File: src/wsc_pkg.sv
package wsc_pkg;
  // Register addresses on the 7-bit serial access port.
  localparam logic [6:0] INT_WAKE_ADDR  = 7'h06;
  localparam logic [6:0] EXT_WAKE_ADDR  = 7'h07;
  localparam logic [6:0] PULL_ADDR      = 7'h08;
  // Reset values after power-on or soft reset.
  localparam logic [7:0] INT_WAKE_RST   = 8'h00;
  localparam logic [7:0] EXT_WAKE_RST   = 8'h07;
  localparam logic [7:0] PULL_RST       = 8'h00;
  // Writable bit masks; every other bit is reserved and reads zero.
  localparam logic [7:0] INT_WAKE_WMASK = 8'hC4;
  localparam logic [7:0] EXT_WAKE_WMASK = 8'hA7;
  localparam logic [7:0] PULL_WMASK     = 8'h3F;
  // Fail-safe entry keeps these bits of the external register and forces the rest.
  localparam logic [7:0] FAIL_KEEP_MASK = 8'hA0;
  localparam logic [7:0] FAIL_SET_BITS  = 8'h07;
  // Restart keeps these bits of the external register and clears the rest.
  localparam logic [7:0] RESTART_KEEP   = 8'hA7;
  // Field positions in the internal register.
  localparam int TIMER2_WAKE_BIT = 7;
  localparam int TIMER1_WAKE_BIT = 6;
  localparam int WD_STOP_BIT     = 2;
  // Field positions in the external register.
  localparam int INT_SCOPE_BIT   = 7;
  localparam int MEASURE_BIT     = 5;
  localparam int PIN_C_EN_BIT    = 2;
  localparam int PIN_B_EN_BIT    = 1;
  localparam int PIN_A_EN_BIT    = 0;
  // Pull field positions, low bit of each two-bit field.
  localparam int PULL_C_LSB      = 4;
  localparam int PULL_B_LSB      = 2;
  localparam int PULL_A_LSB      = 0;
  // Pull field encodings.
  localparam logic [1:0] PULL_NONE = 2'h0;
  localparam logic [1:0] PULL_DOWN = 2'h1;
  localparam logic [1:0] PULL_UP   = 2'h2;
  localparam logic [1:0] PULL_AUTO = 2'h3;
  // Count of wake pins.
  localparam int PIN_COUNT       = 3;
endpackage : wsc_pkg

File: src/wsc_wake_regs.sv
`timescale 1ns/1ps
// Function
// - Bit 7 enables second timer wake.
// - Bit 6 enables first timer wake.
// - Reserved bits always read back zero.
// - Bit 2 disables watchdog in stop.
// - Bit 7 widens interrupt to all status.
// - Measure mode blocks pins a, b waking.
// - Bit 2 enables pin c wake.
// - Bit 1 enables pin b wake.
// - Measure mode also hides pin a/b levels.
// - Fail-safe forces external register to x0x0_0111.
// - External resets 0x07; restart clears reserved only.
// - Internal register resets to zero.
// - Two-bit pull field per wake pin.
// - Pull register resets to zero.
module wsc_wake_regs (
  input  wire logic       core_clk,              // System clock, 100 MHz.
  input  wire logic       rst,                   // Synchronous reset, active high.
  input  wire logic       soft_reset,            // Soft reset pulse from the command decoder.
  input  wire logic       restart_entry,         // Pulse on entering restart mode.
  input  wire logic       fail_safe_entry,       // Pulse on entering fail-safe mode.
  input  wire logic [6:0] reg_addr,              // Register address from the serial frame.
  input  wire logic       reg_wr_en,             // One-cycle write strobe.
  input  wire logic [7:0] reg_wr_data,           // Write data.
  input  wire logic       reg_rd_en,             // One-cycle read strobe.
  input  wire logic       wd_update_valid,       // Device-side update of the watchdog bit.
  input  wire logic       wd_update_value,       // New value for the watchdog bit.
  input  wire logic       wake_event_any,        // Any wake status bit set.
  input  wire logic       status_event_any,      // Any other status bit set.
  input  wire logic [2:0] wake_pin_level,        // Raw pin levels, index 0 is pin a.
  output logic      [7:0] reg_rd_data,           // Read data, valid with reg_rd_valid.
  output logic            reg_rd_valid,          // One-cycle read answer.
  output logic            second_timer_wake_enable,
  output logic            first_timer_wake_enable,
  output logic            watchdog_stop_disable,
  output logic            wake_or_measure_select,
  output logic            wake_pin_a_enable,     // Effective enables after measure override.
  output logic            wake_pin_b_enable,
  output logic            wake_pin_c_enable,
  output logic      [1:0] wake_pin_a_pull_select,
  output logic      [1:0] wake_pin_b_pull_select,
  output logic      [1:0] wake_pin_c_pull_select,
  output logic      [2:0] wake_pin_level_status, // Synchronised levels, pins a and b masked in measure mode.
  output logic            int_trigger            // Interrupt request towards the pin driver.
);

  //////////////////////////////////////////////////////////////////////////////
  // Register state.

  logic [7:0] int_wake;       // Internal wake source register.
  logic [7:0] ext_wake;       // External wake source register.
  logic [7:0] pull_ctrl;      // Pull configuration register.
  logic [7:0] next_int_wake;  // Next internal register value.
  logic [7:0] next_ext_wake;  // Next external register value.
  logic [7:0] next_pull_ctrl; // Next pull register value.
  logic       hit_int;        // Write decodes to the internal register.
  logic       hit_ext;        // Write decodes to the external register.
  logic       hit_pull;       // Write decodes to the pull register.

  // Update of the three registers; soft reset beats fail-safe beats restart beats writes.
  always_comb begin
    hit_int        = reg_wr_en && (reg_addr == wsc_pkg::INT_WAKE_ADDR);
    hit_ext        = reg_wr_en && (reg_addr == wsc_pkg::EXT_WAKE_ADDR);
    hit_pull       = reg_wr_en && (reg_addr == wsc_pkg::PULL_ADDR);
    next_int_wake  = int_wake;
    next_ext_wake  = ext_wake;
    next_pull_ctrl = pull_ctrl;
    if (hit_int) begin
      next_int_wake = reg_wr_data & wsc_pkg::INT_WAKE_WMASK;
    end
    if (hit_ext) begin
      next_ext_wake = reg_wr_data & wsc_pkg::EXT_WAKE_WMASK;
    end
    if (hit_pull) begin
      next_pull_ctrl = reg_wr_data & wsc_pkg::PULL_WMASK;
    end
    // device watchdog update
    // The device's own update wins over a host write in the same cycle.
    if (wd_update_valid) begin
      next_int_wake[wsc_pkg::WD_STOP_BIT] = wd_update_value;
    end
    if (restart_entry) begin
      next_ext_wake = ext_wake & wsc_pkg::RESTART_KEEP;
    end
    // fail-safe wake forcing
    // A failure sets every pin enable bit but keeps the measure bit, and this beats any host write.
    if (fail_safe_entry) begin
      next_ext_wake = (ext_wake & wsc_pkg::FAIL_KEEP_MASK) | wsc_pkg::FAIL_SET_BITS;
    end
    // soft reset of all three registers
    if (soft_reset) begin
      next_int_wake  = wsc_pkg::INT_WAKE_RST;
      next_ext_wake  = wsc_pkg::EXT_WAKE_RST;
      next_pull_ctrl = wsc_pkg::PULL_RST;
    end
  end

  // Register stage; power-on reset loads the documented values.
  always_ff @(posedge core_clk) begin
    if (rst) begin
      int_wake  <= wsc_pkg::INT_WAKE_RST;
      ext_wake  <= wsc_pkg::EXT_WAKE_RST;
      pull_ctrl <= wsc_pkg::PULL_RST;
    end else begin
      int_wake  <= next_int_wake;
      ext_wake  <= next_ext_wake;
      pull_ctrl <= next_pull_ctrl;
    end
  end

  //////////////////////////////////////////////////////////////////////////////
  // Read port.

  logic [7:0] next_rd_data;  // Next read data.
  logic       next_rd_valid; // Next read answer strobe.

  // Read mux; unmapped addresses answer zero rather than stalling the frame.
  always_comb begin
    next_rd_valid = reg_rd_en;
    next_rd_data  = 8'h00;
    if (reg_rd_en) begin
      case (reg_addr)
        wsc_pkg::INT_WAKE_ADDR: next_rd_data = int_wake & wsc_pkg::INT_WAKE_WMASK;
        wsc_pkg::EXT_WAKE_ADDR: next_rd_data = ext_wake & wsc_pkg::EXT_WAKE_WMASK;
        wsc_pkg::PULL_ADDR:     next_rd_data = pull_ctrl & wsc_pkg::PULL_WMASK;
        default:                next_rd_data = 8'h00;
      endcase
    end
  end

  // Read answer registers.
  always_ff @(posedge core_clk) begin
    if (rst) begin
      reg_rd_data  <= 8'h00;
      reg_rd_valid <= 1'b0;
    end else begin
      reg_rd_data  <= next_rd_data;
      reg_rd_valid <= next_rd_valid;
    end
  end

  //////////////////////////////////////////////////////////////////////////////
  // Pin level synchronisers, one per wake pin.

  logic [2:0] level_meta; // First stage, read only by the second stage.
  logic [2:0] level_sync; // Second stage, safe to use.

  genvar gi;
  generate
    for (gi = 0; gi < wsc_pkg::PIN_COUNT; gi = gi + 1) begin : g_sync
      // Two-flop synchroniser for an asynchronous pin level.
      always_ff @(posedge core_clk) begin
        if (rst) begin
          level_meta[gi] <= 1'b0;
          level_sync[gi] <= 1'b0;
        end else begin
          level_meta[gi] <= wake_pin_level[gi];
          level_sync[gi] <= level_meta[gi];
        end
      end
    end
  endgenerate

  //////////////////////////////////////////////////////////////////////////////
  // Decoded control outputs, taken from the next register values except the interrupt
  // scope, so that they move on the same edge as the registers themselves.

  logic       next_meas;   // Measure mode from the next external value.
  logic [2:0] next_en;     // Effective pin enables.
  logic [2:0] next_level;  // Masked level status.
  logic       next_int;    // Interrupt request.

  // Effective enables and masked levels.
  always_comb begin
    next_meas = next_ext_wake[wsc_pkg::MEASURE_BIT];
    next_en[0] = next_ext_wake[wsc_pkg::PIN_A_EN_BIT] && !next_meas;
    next_en[1] = next_ext_wake[wsc_pkg::PIN_B_EN_BIT] && !next_meas;
    next_en[2] = next_ext_wake[wsc_pkg::PIN_C_EN_BIT];
    next_level = {level_sync[2], level_sync[1:0] & {2{!next_meas}}};
    // interrupt scope select
    // The scope bit in use is the stored one, so a write changes scope a cycle later.
    next_int = ext_wake[wsc_pkg::INT_SCOPE_BIT] ? (wake_event_any || status_event_any) : wake_event_any;
  end

  // Output registers.
  always_ff @(posedge core_clk) begin
    if (rst) begin
      second_timer_wake_enable <= 1'b0;
      first_timer_wake_enable  <= 1'b0;
      watchdog_stop_disable    <= 1'b0;
      wake_or_measure_select   <= 1'b0;
      wake_pin_a_enable        <= 1'b1;
      wake_pin_b_enable        <= 1'b1;
      wake_pin_c_enable        <= 1'b1;
      wake_pin_a_pull_select   <= wsc_pkg::PULL_NONE;
      wake_pin_b_pull_select   <= wsc_pkg::PULL_NONE;
      wake_pin_c_pull_select   <= wsc_pkg::PULL_NONE;
      wake_pin_level_status    <= 3'h0;
      int_trigger              <= 1'b0;
    end else begin
      second_timer_wake_enable <= next_int_wake[wsc_pkg::TIMER2_WAKE_BIT];
      first_timer_wake_enable  <= next_int_wake[wsc_pkg::TIMER1_WAKE_BIT];
      watchdog_stop_disable    <= next_int_wake[wsc_pkg::WD_STOP_BIT];
      wake_or_measure_select   <= next_meas;
      wake_pin_a_enable        <= next_en[0];
      wake_pin_b_enable        <= next_en[1];
      wake_pin_c_enable        <= next_en[2];
      wake_pin_a_pull_select   <= next_pull_ctrl[wsc_pkg::PULL_A_LSB +: 2];
      wake_pin_b_pull_select   <= next_pull_ctrl[wsc_pkg::PULL_B_LSB +: 2];
      wake_pin_c_pull_select   <= next_pull_ctrl[wsc_pkg::PULL_C_LSB +: 2];
      wake_pin_level_status    <= next_level;
      int_trigger              <= next_int;
    end
  end
endmodule // wsc_wake_regs
File: config.mk
export PLATFORM = sky130hd
export DESIGN_NAME = wsc_wake_regs
export DESIGN_NICKNAME = d
export VERILOG_FILES = /design/src/wsc_pkg.sv /design/src/wsc_wake_regs.sv
export SDC_FILE = /design/constraint.sdc
export NUM_CORES = 1
export LEC_CHECK = 0
export BUFFER_PORTS_ARGS = -buffer_cell sky130_fd_sc_hd__buf_4
export CAP_MARGIN = 25
export CORE_MARGIN = 2
export CORE_UTILIZATION = 34
export DETAILED_ROUTE_END_ITERATION = 10
export GPL_TIMING_DRIVEN = 0
export REMOVE_ABC_BUFFERS = 1
export SYNTH_ARGS = -nofsm -noshare
export SYNTH_HDL_FRONTEND = slang
export SYNTH_SLANG_ARGS = --single-unit
File: constraint.sdc
create_clock -name core_clk -period 1.15 [get_ports core_clk]
set_clock_uncertainty 0.15 [all_clocks]
set_input_delay 0 -clock core_clk [delete_from_list [all_inputs] [get_ports core_clk]]
set_output_delay 0 -clock core_clk [all_outputs]
set_load 0.02 [all_outputs]
==> results.tsv, run 1 <==
stage	metric	value	unit
sta	Max Clk Rate	844	MHz
global_route	initial antenna violation count	0	
worst_setup_path	largest fanout on the critical path	2	
yosys	synthesized flop and latch total	35	
yosys	largest family of logic cells by synthesized area	simple AND/OR/NAND/NOR gates	
worst_setup_path	buffers plus inverters on the worst setup path	2	
floorplan	boundary pin count	55	
final_layout	layout net count	240	
yosys	area leader, netlist	dfxtp_1	
worst_setup_path	flop2flop setup slack	120	ps
sta	Slew headroom	0.757	
sta	Setup Total Neg Slack	-34.2	ps
worst_setup_path	worst reg2reg path endpoint	wake_pin_level_status[1]$_SDFF_PP0_	
floorplan	FP Rows	22	
outcome	failing checks	hold timing, setup timing	
detailed_routing	Antenna Nets Post-Route	0	
worst_setup_path	slowest stage delay, CP	400	ps
yosys	Synth Warn #	0	
clocking	Clock Latency Late Sink	280	ps
sta	fin. max-slew vios	0	
final_layout	number of diodes	0	
clocking	Reg clk slew, reported paths	60	ps
clocking	CTS Root Cell	clkbuf_8	
clocking	total CTS buffers	5	
detailed_routing	DR pass1 iterations	4	
worst_setup_path	Worst Path Required	1160	ps
detailed_routing	via/cell ratio	4.78	
worst_setup_path	Startpoint Class	input pin	
worst_setup_path	CP max-delay cell	or3_4	
worst_setup_path	CP endpoint kind	register	
detailed_routing	DRC viols	0	
floorplan	Die Wd	66.1	µm
yosys	register area share after synthesis	0.535	
worst_setup_path	Worst path depth	6	
sta	setup ws final	-34.2	ps
worst_setup_path	Crit path arrival time	1200	ps
clocking	clk buf depth	2	
global_route	vias in the first global route	1273	
yosys	Synth Area in XOR/XNOR	0	
placed_design	number of I/O port buffers	54	
detailed_routing	WL per Instance	13.5	µm
sta	Tcrit/Tclk final	1.03	
run	max cap viols	0	
worst_setup_path	critical-path cell list	buf_6, or3_4, nor4_4, buf_4, mux2i_1, a21oi_1	
floorplan	core box area	3690	µm²
sta	final setup vio count	1	
yosys	ranking of synthesized cells by area	dfxtp_1, mux2i_1, nor2_1, nor2b_1, a21oi_1	
pwr	peak supply drop	0.660	mV
yosys	Synth cell types	34	
yosys	mean post-synth cell area	10.5	µm²
outcome	status	finished, violations left	
detailed_routing	vias after detailed routing	1234	
sta	Final min period	1180	ps
yosys	share of the synthesized area in the top cell type	0.535	
detailed_routing	final WL	3480	µm
placed_design	RD Place Congestion	0.748	
placed_design	DP Area	1760	µm²
worst_setup_path	crit path kind	input pin to register	
yosys	Synth Area in Compound Gates	0.106	
sta	RSZ-0062 raised after global routing	true	
final_layout	layout cells sized above 1	0.371	
hold_path	Min-Delay Endpoint	level_sync[1]$_SDFF_PP0_	
floorplan	Initial Util	0.355	
final_layout	fill cell count	358	
sta	number of hold violations in the final report	14	
sta	slew at the pin with the worst max-slew slack	360	ps
clocking	CTS tree	done	
placed_design	pre-CTS WS	-376	ps
hold_path	hold path depth	2	
floorplan	die span in y	66.1	µm
yosys	synthesized area	1310	µm²
yosys	mux cell area share after synthesis	0.0926	
clocking	clk sinks	35	
floorplan	die area	4370	µm²
detailed_routing	DR iter-0 viols	48	
hold_path	Hold WC Path Type	input pin to register	
pwr	leakage	0.000982	µW
final_layout	cell area after layout	2130	µm²
worst_setup_path	worst r2r src	ext_wake[5]$_SDFF_PP0_	
worst_setup_path	Worst R2R Path Depth	2	
global_route	first-pass GRT wire length	5600	µm
clocking	hold_buf cts	20	
clocking	H-tree depth	2	
yosys	Synth Area in Adders	0	
worst_setup_path	Top Family by Delay on Critical Path	simple AND/OR/NAND/NOR gates	
yosys	post-synthesis simple-gate area fraction	0.248	
global_route	GRT Total Usage	0.169	
final_layout	area delta synth->final	62.5	%
yosys	Cells after Synth	125	
global_route	total global routing overflow	0	
hold_path	Hold Path Origin	rst	
placed_design	post-DP HPWL	2380	µm
global_route	largest net degree at the start of global routing	12	
sta	worst hold slack	-185	ps
pwr	Cell Pwr Density	1080	nW/µm²
-- cell type report --
cell class / count / area (µm²) / area share
flip-flops and latches: 35 / 701 / 0.329
clock buffers: 6 / 72.6 / 0.0341
multi-input cells: 84 / 604 / 0.284
well taps: 48 / 60.1 / 0.0282
inverters: 3 / 11.3 / 0.00529
repair buffers: 82 / 679 / 0.319
-- flip-flops by register name, summed over array words and instances, names as in the netlist --
name	cells
reg_rd_valid	1
wake_pin_a_enable	1
reg_rd_data	8
int_wake	3
level_meta	3
int_trigger	1
pull_ctrl	6
level_sync	3
wake_pin_level_status	3
ext_wake	5
wake_pin_b_enable	1
-- synth_stat cells, drive strengths merged --
library cell / count
dfxtp: 35
nor2: 12
mux2i: 11
nand2: 9
a21oi: 7
nor2b: 7
nand3: 6
o21ai: 4
a22oi: 3
inv: 3
a21boi: 2
a41oi: 2
and2: 2
and3: 2
clkbuf: 2
nor3: 2
nor4b: 2
o211a: 2
or3: 2
a2bb2oi: 1
and2b: 1
and4b: 1
buf: 1
mux2: 1
nand2b: 1
nand4b: 1
nor4: 1
or2: 1
or3b: 1
-- kinds of logic (layout without fill, tap and decap cells) --
| group | Yosys count | in the layout |
|---|---|---|
| flops | 35 | 35 |
| buf+inv | 6 | 91 |
| compound gates | 21 | 21 |
| mux | 12 | 12 |
| simple gates | 51 | 51 |
-- worst max path at each step --
stage,slack (ps),to,from
after floorplan,-130,int_wake[2]$_SDFFE_PP0P_,reg_addr[5]
after global placement,-370,ext_wake[7]$_SDFFE_PP0P_,reg_addr[5]
after detailed placement,-380,ext_wake[7]$_SDFFE_PP0P_,reg_addr[5]
after CTS,-30,int_wake[2]$_SDFFE_PP0P_,reg_addr[6]
after global routing,-80,int_wake[2]$_SDFFE_PP0P_,reg_addr[6]
final,-30,int_wake[2]$_SDFFE_PP0P_,reg_addr[6]
-- worst reg2reg max path, cell delays in order, from the launching register on --
cell     delay, ps
dfxtp_1        400
mux2i_1        150
o211a_1        230
-- what timing repair did --
| action | CTS | global route |
|---|---|---|
| hold endpoints to repair | 28 | 12 |
| setup buffers | 3 | 5 |
| setup endpoints to repair | 17 | 11 |
| cloned | 0 | 0 |
| gates resized for setup | 3 | 5 |
| pin swaps | 3 | 4 |
-- power by group --
| group | total, µW | switching, µW | internal, µW |
|---|---|---|---|
| combinational | 271 | 113 | 157 |
| clock | 782 | 379 | 403 |
| sequential | 1240 | 5.67 | 1230 |
-- layout by cell type (no fill, tap or decap), types with 2 or more instances in the layout --
master          n
a21boi_1        2
a21oi_1         7
a22oi_1         3
a41oi_1         2
and3_1          2
buf_4          59
buf_6           3
clkbuf_8        5
dfxtp_1        35
dlygate4sd3_1  19
inv_1           3
mux2i_1        11
nand2_1         9
nand3_1         5
nor2_1         11
nor2b_1         7
o211a_1         2
o21ai_1         3
-- layer usage --
metal	part of all wire	vias to the layer above	global-route usage	wire (µm)
li1	-	608	-	-
met1	0.40	569	0.186	1400
met2	0.52	52	0.317	1800
met3	0.067	5	0.0426	232
met4	0.013	0	0.0459	44
met5	0	-	0	0
-- per-stage QoR --
stage,total power [µW],util,std cells
2_1_floorplan,1330,-,122
3_3_place_gp,1450,0.478,224
3_5_place_dp,1460,0.478,224
4_1_cts,2290,0.562,253
5_1_grt,2390,0.577,258
6_report,2290,0.577,258
Note: power is estimated with default switching activity, not from simulation.
==> run 2, diff against run 1 <==
==> constraint.sdc (replaced) <==
create_clock -name core_clk -period 1.28 [get_ports core_clk]
set_clock_uncertainty 0.15 [all_clocks]
set_input_delay 0 -clock core_clk [delete_from_list [all_inputs] [get_ports core_clk]]
set_output_delay 0 -clock core_clk [all_outputs]
set_load 0.02 [all_outputs]
==> results.tsv, run 2 (synthesized netlist as in run 1, its figures left out) <==
stage	metric	value	unit
outcome	status	finished, violations left	
outcome	failing checks	hold timing	
worst_setup_path	crit path kind	input pin to register	
final_layout	Seq. cell area	701	µm²
run	max cap viols	0	
global_route	first-pass GRT wire length	5650	µm
detailed_routing	vias after detailed routing	1229	
placed_design	number of I/O port buffers	54	
final_layout	area delta synth->final	61.2	%
global_route	initial antenna violation count	0	
floorplan	FP Rows	22	
placed_design	RD Place Congestion	0.748	
detailed_routing	DRC viols	0	
final_layout	most common cell after layout, fill and taps aside	buf_4	
floorplan	die area	4370	µm²
final_layout	fill cell count	352	
worst_setup_path	largest fanout on the critical path	3	
clocking	clk sinks	35	
pwr	peak supply drop	0.632	mV
clocking	hold_buf cts	26	
detailed_routing	Antenna Nets Post-Route	0	
worst_setup_path	Crit path arrival time	1270	ps
sta	fin. max-slew vios	0	
clocking	clk buf depth	2	
sta	slew at the pin with the worst max-slew slack	366	ps
floorplan	die span in y	66.1	µm
final_layout	Layout Cells excl Fill	257	
global_route	vias in the first global route	1314	
placed_design	DP Area	1760	µm²
final_layout	commonest non-fill, non-tap cells in the layout	buf_4, dfxtp_1, dlygate4sd3_1, mux2i_1, nor2_1	
worst_setup_path	Worst Path Required	1290	ps
clocking	CTS Root Cell	clkbuf_8	
global_route	largest net degree at the start of global routing	12	
final_layout	cell area after layout	2110	µm²
final_layout	Largest Register	reg_rd_data	
placed_design	Placed Cells	224	
clocking	CTS tree	done	
worst_setup_path	CP endpoint kind	register	
sta	Max Clk Rate	799	MHz
final_layout	Final Util	0.573	
sta	worst hold slack	-41.0	ps
clocking	Clock Latency Late Sink	280	ps
worst_setup_path	Startpoint Class	input pin	
detailed_routing	DR iter-0 viols	53	
floorplan	core box area	3690	µm²
pwr	Cell Pwr Density	973	nW/µm²
final_layout	max FFs per register	8	
sta	Tcrit/Tclk final	0.978	
sta	Slew headroom	0.753	
placed_design	post-DP HPWL	2380	µm
detailed_routing	final WL	3470	µm
detailed_routing	DR pass1 iterations	4	
sta	final setup vio count	0	
final_layout	Top Registers	reg_rd_data (8), pull_ctrl (6), ext_wake (5)	
detailed_routing	WL per Instance	13.5	µm
clocking	Reg clk slew, reported paths	60	ps
final_layout	number of diodes	0	
final_layout	Multi-input gate area	594	µm²
final_layout	layout cells sized above 1	0.335	
pwr	total power	2050	µW
clocking	H-tree depth	2	
detailed_routing	via/cell ratio	4.78	
pwr	leakage	0.000957	µW
final_layout	layout net count	239	
floorplan	Initial Util	0.355	
floorplan	Die Wd	66.1	µm
sta	Final min period	1250	ps
floorplan	boundary pin count	55	
sta	number of hold violations in the final report	4	
global_route	GRT Total Usage	0.169	
global_route	total global routing overflow	0	
hold_path	Hold WC Path Type	input pin to register	
clocking	total CTS buffers	5	
[run 2: final timing paths]
check / cells past startpoint / startpoint / end / slack [ps]
worst max-delay path: 6 / reg_addr[5] / int_wake[2]$_SDFFE_PP0P_ / 30
worst min-delay path: 3 / reg_addr[3] / reg_rd_data[6]$_SDFF_PP0_ / -40
worst max register to register: 2 / level_meta[2]$_SDFF_PP0_ / level_sync[2]$_SDFF_PP0_ / 50
worst min register to register: 1 / level_sync[0]$_SDFF_PP0_ / wake_pin_level_status[0]$_SDFF_PP0_ / 300
[run 2: stage by stage]
stage | setup TNS, ps | worst slack [ps]
final | 0 | 28.2
after global routing | -39.4 | -30.8
after detailed placement | -4290 | -246
after CTS | 0 | 34.0
after floorplan | 0 | 4.19
after global placement | -3800 | -239
[run 2: per-layer routing]
metal  vias up  track usage  wire length, µm  share of wire
met3         3       0.0443              194          0.056
met4         0       0.0485               22         0.0063
met2        40        0.311             1830           0.53
met1       578        0.191             1420           0.41
met5         -            0                0              0
li1        608            -                -              -
[run 2: final cells by class]
type | instances | share of cell area
timing repair buffer | 81 | 0.319
clock buffer | 6 | 0.0344
inverter | 3 | 0.00533
tap | 48 | 0.0284
multi-input combinational | 84 | 0.281
sequential | 35 | 0.332
[run 2: worst max-delay path, stage by stage]
cell	delay, ps
buf_4	130
or3_4	400
nor4_4	270
buf_4	180
mux2i_1	190
a21oi_1	80
[run 2: where the power goes]
group	leakage, µW	internal (µW)	switching (µW)
Combinational	0.000635	142	100
Sequential	0.000284	1110	5.09
Clock	0.0000371	362	340
[run 2: what timing repair did]
action / in CTS / in global routing
hold endpoints to repair: 28 / 2
setup buffers: 0 / 1
endpoints found under the setup margin: 0 / 14
gates resized for setup: 0 / 2
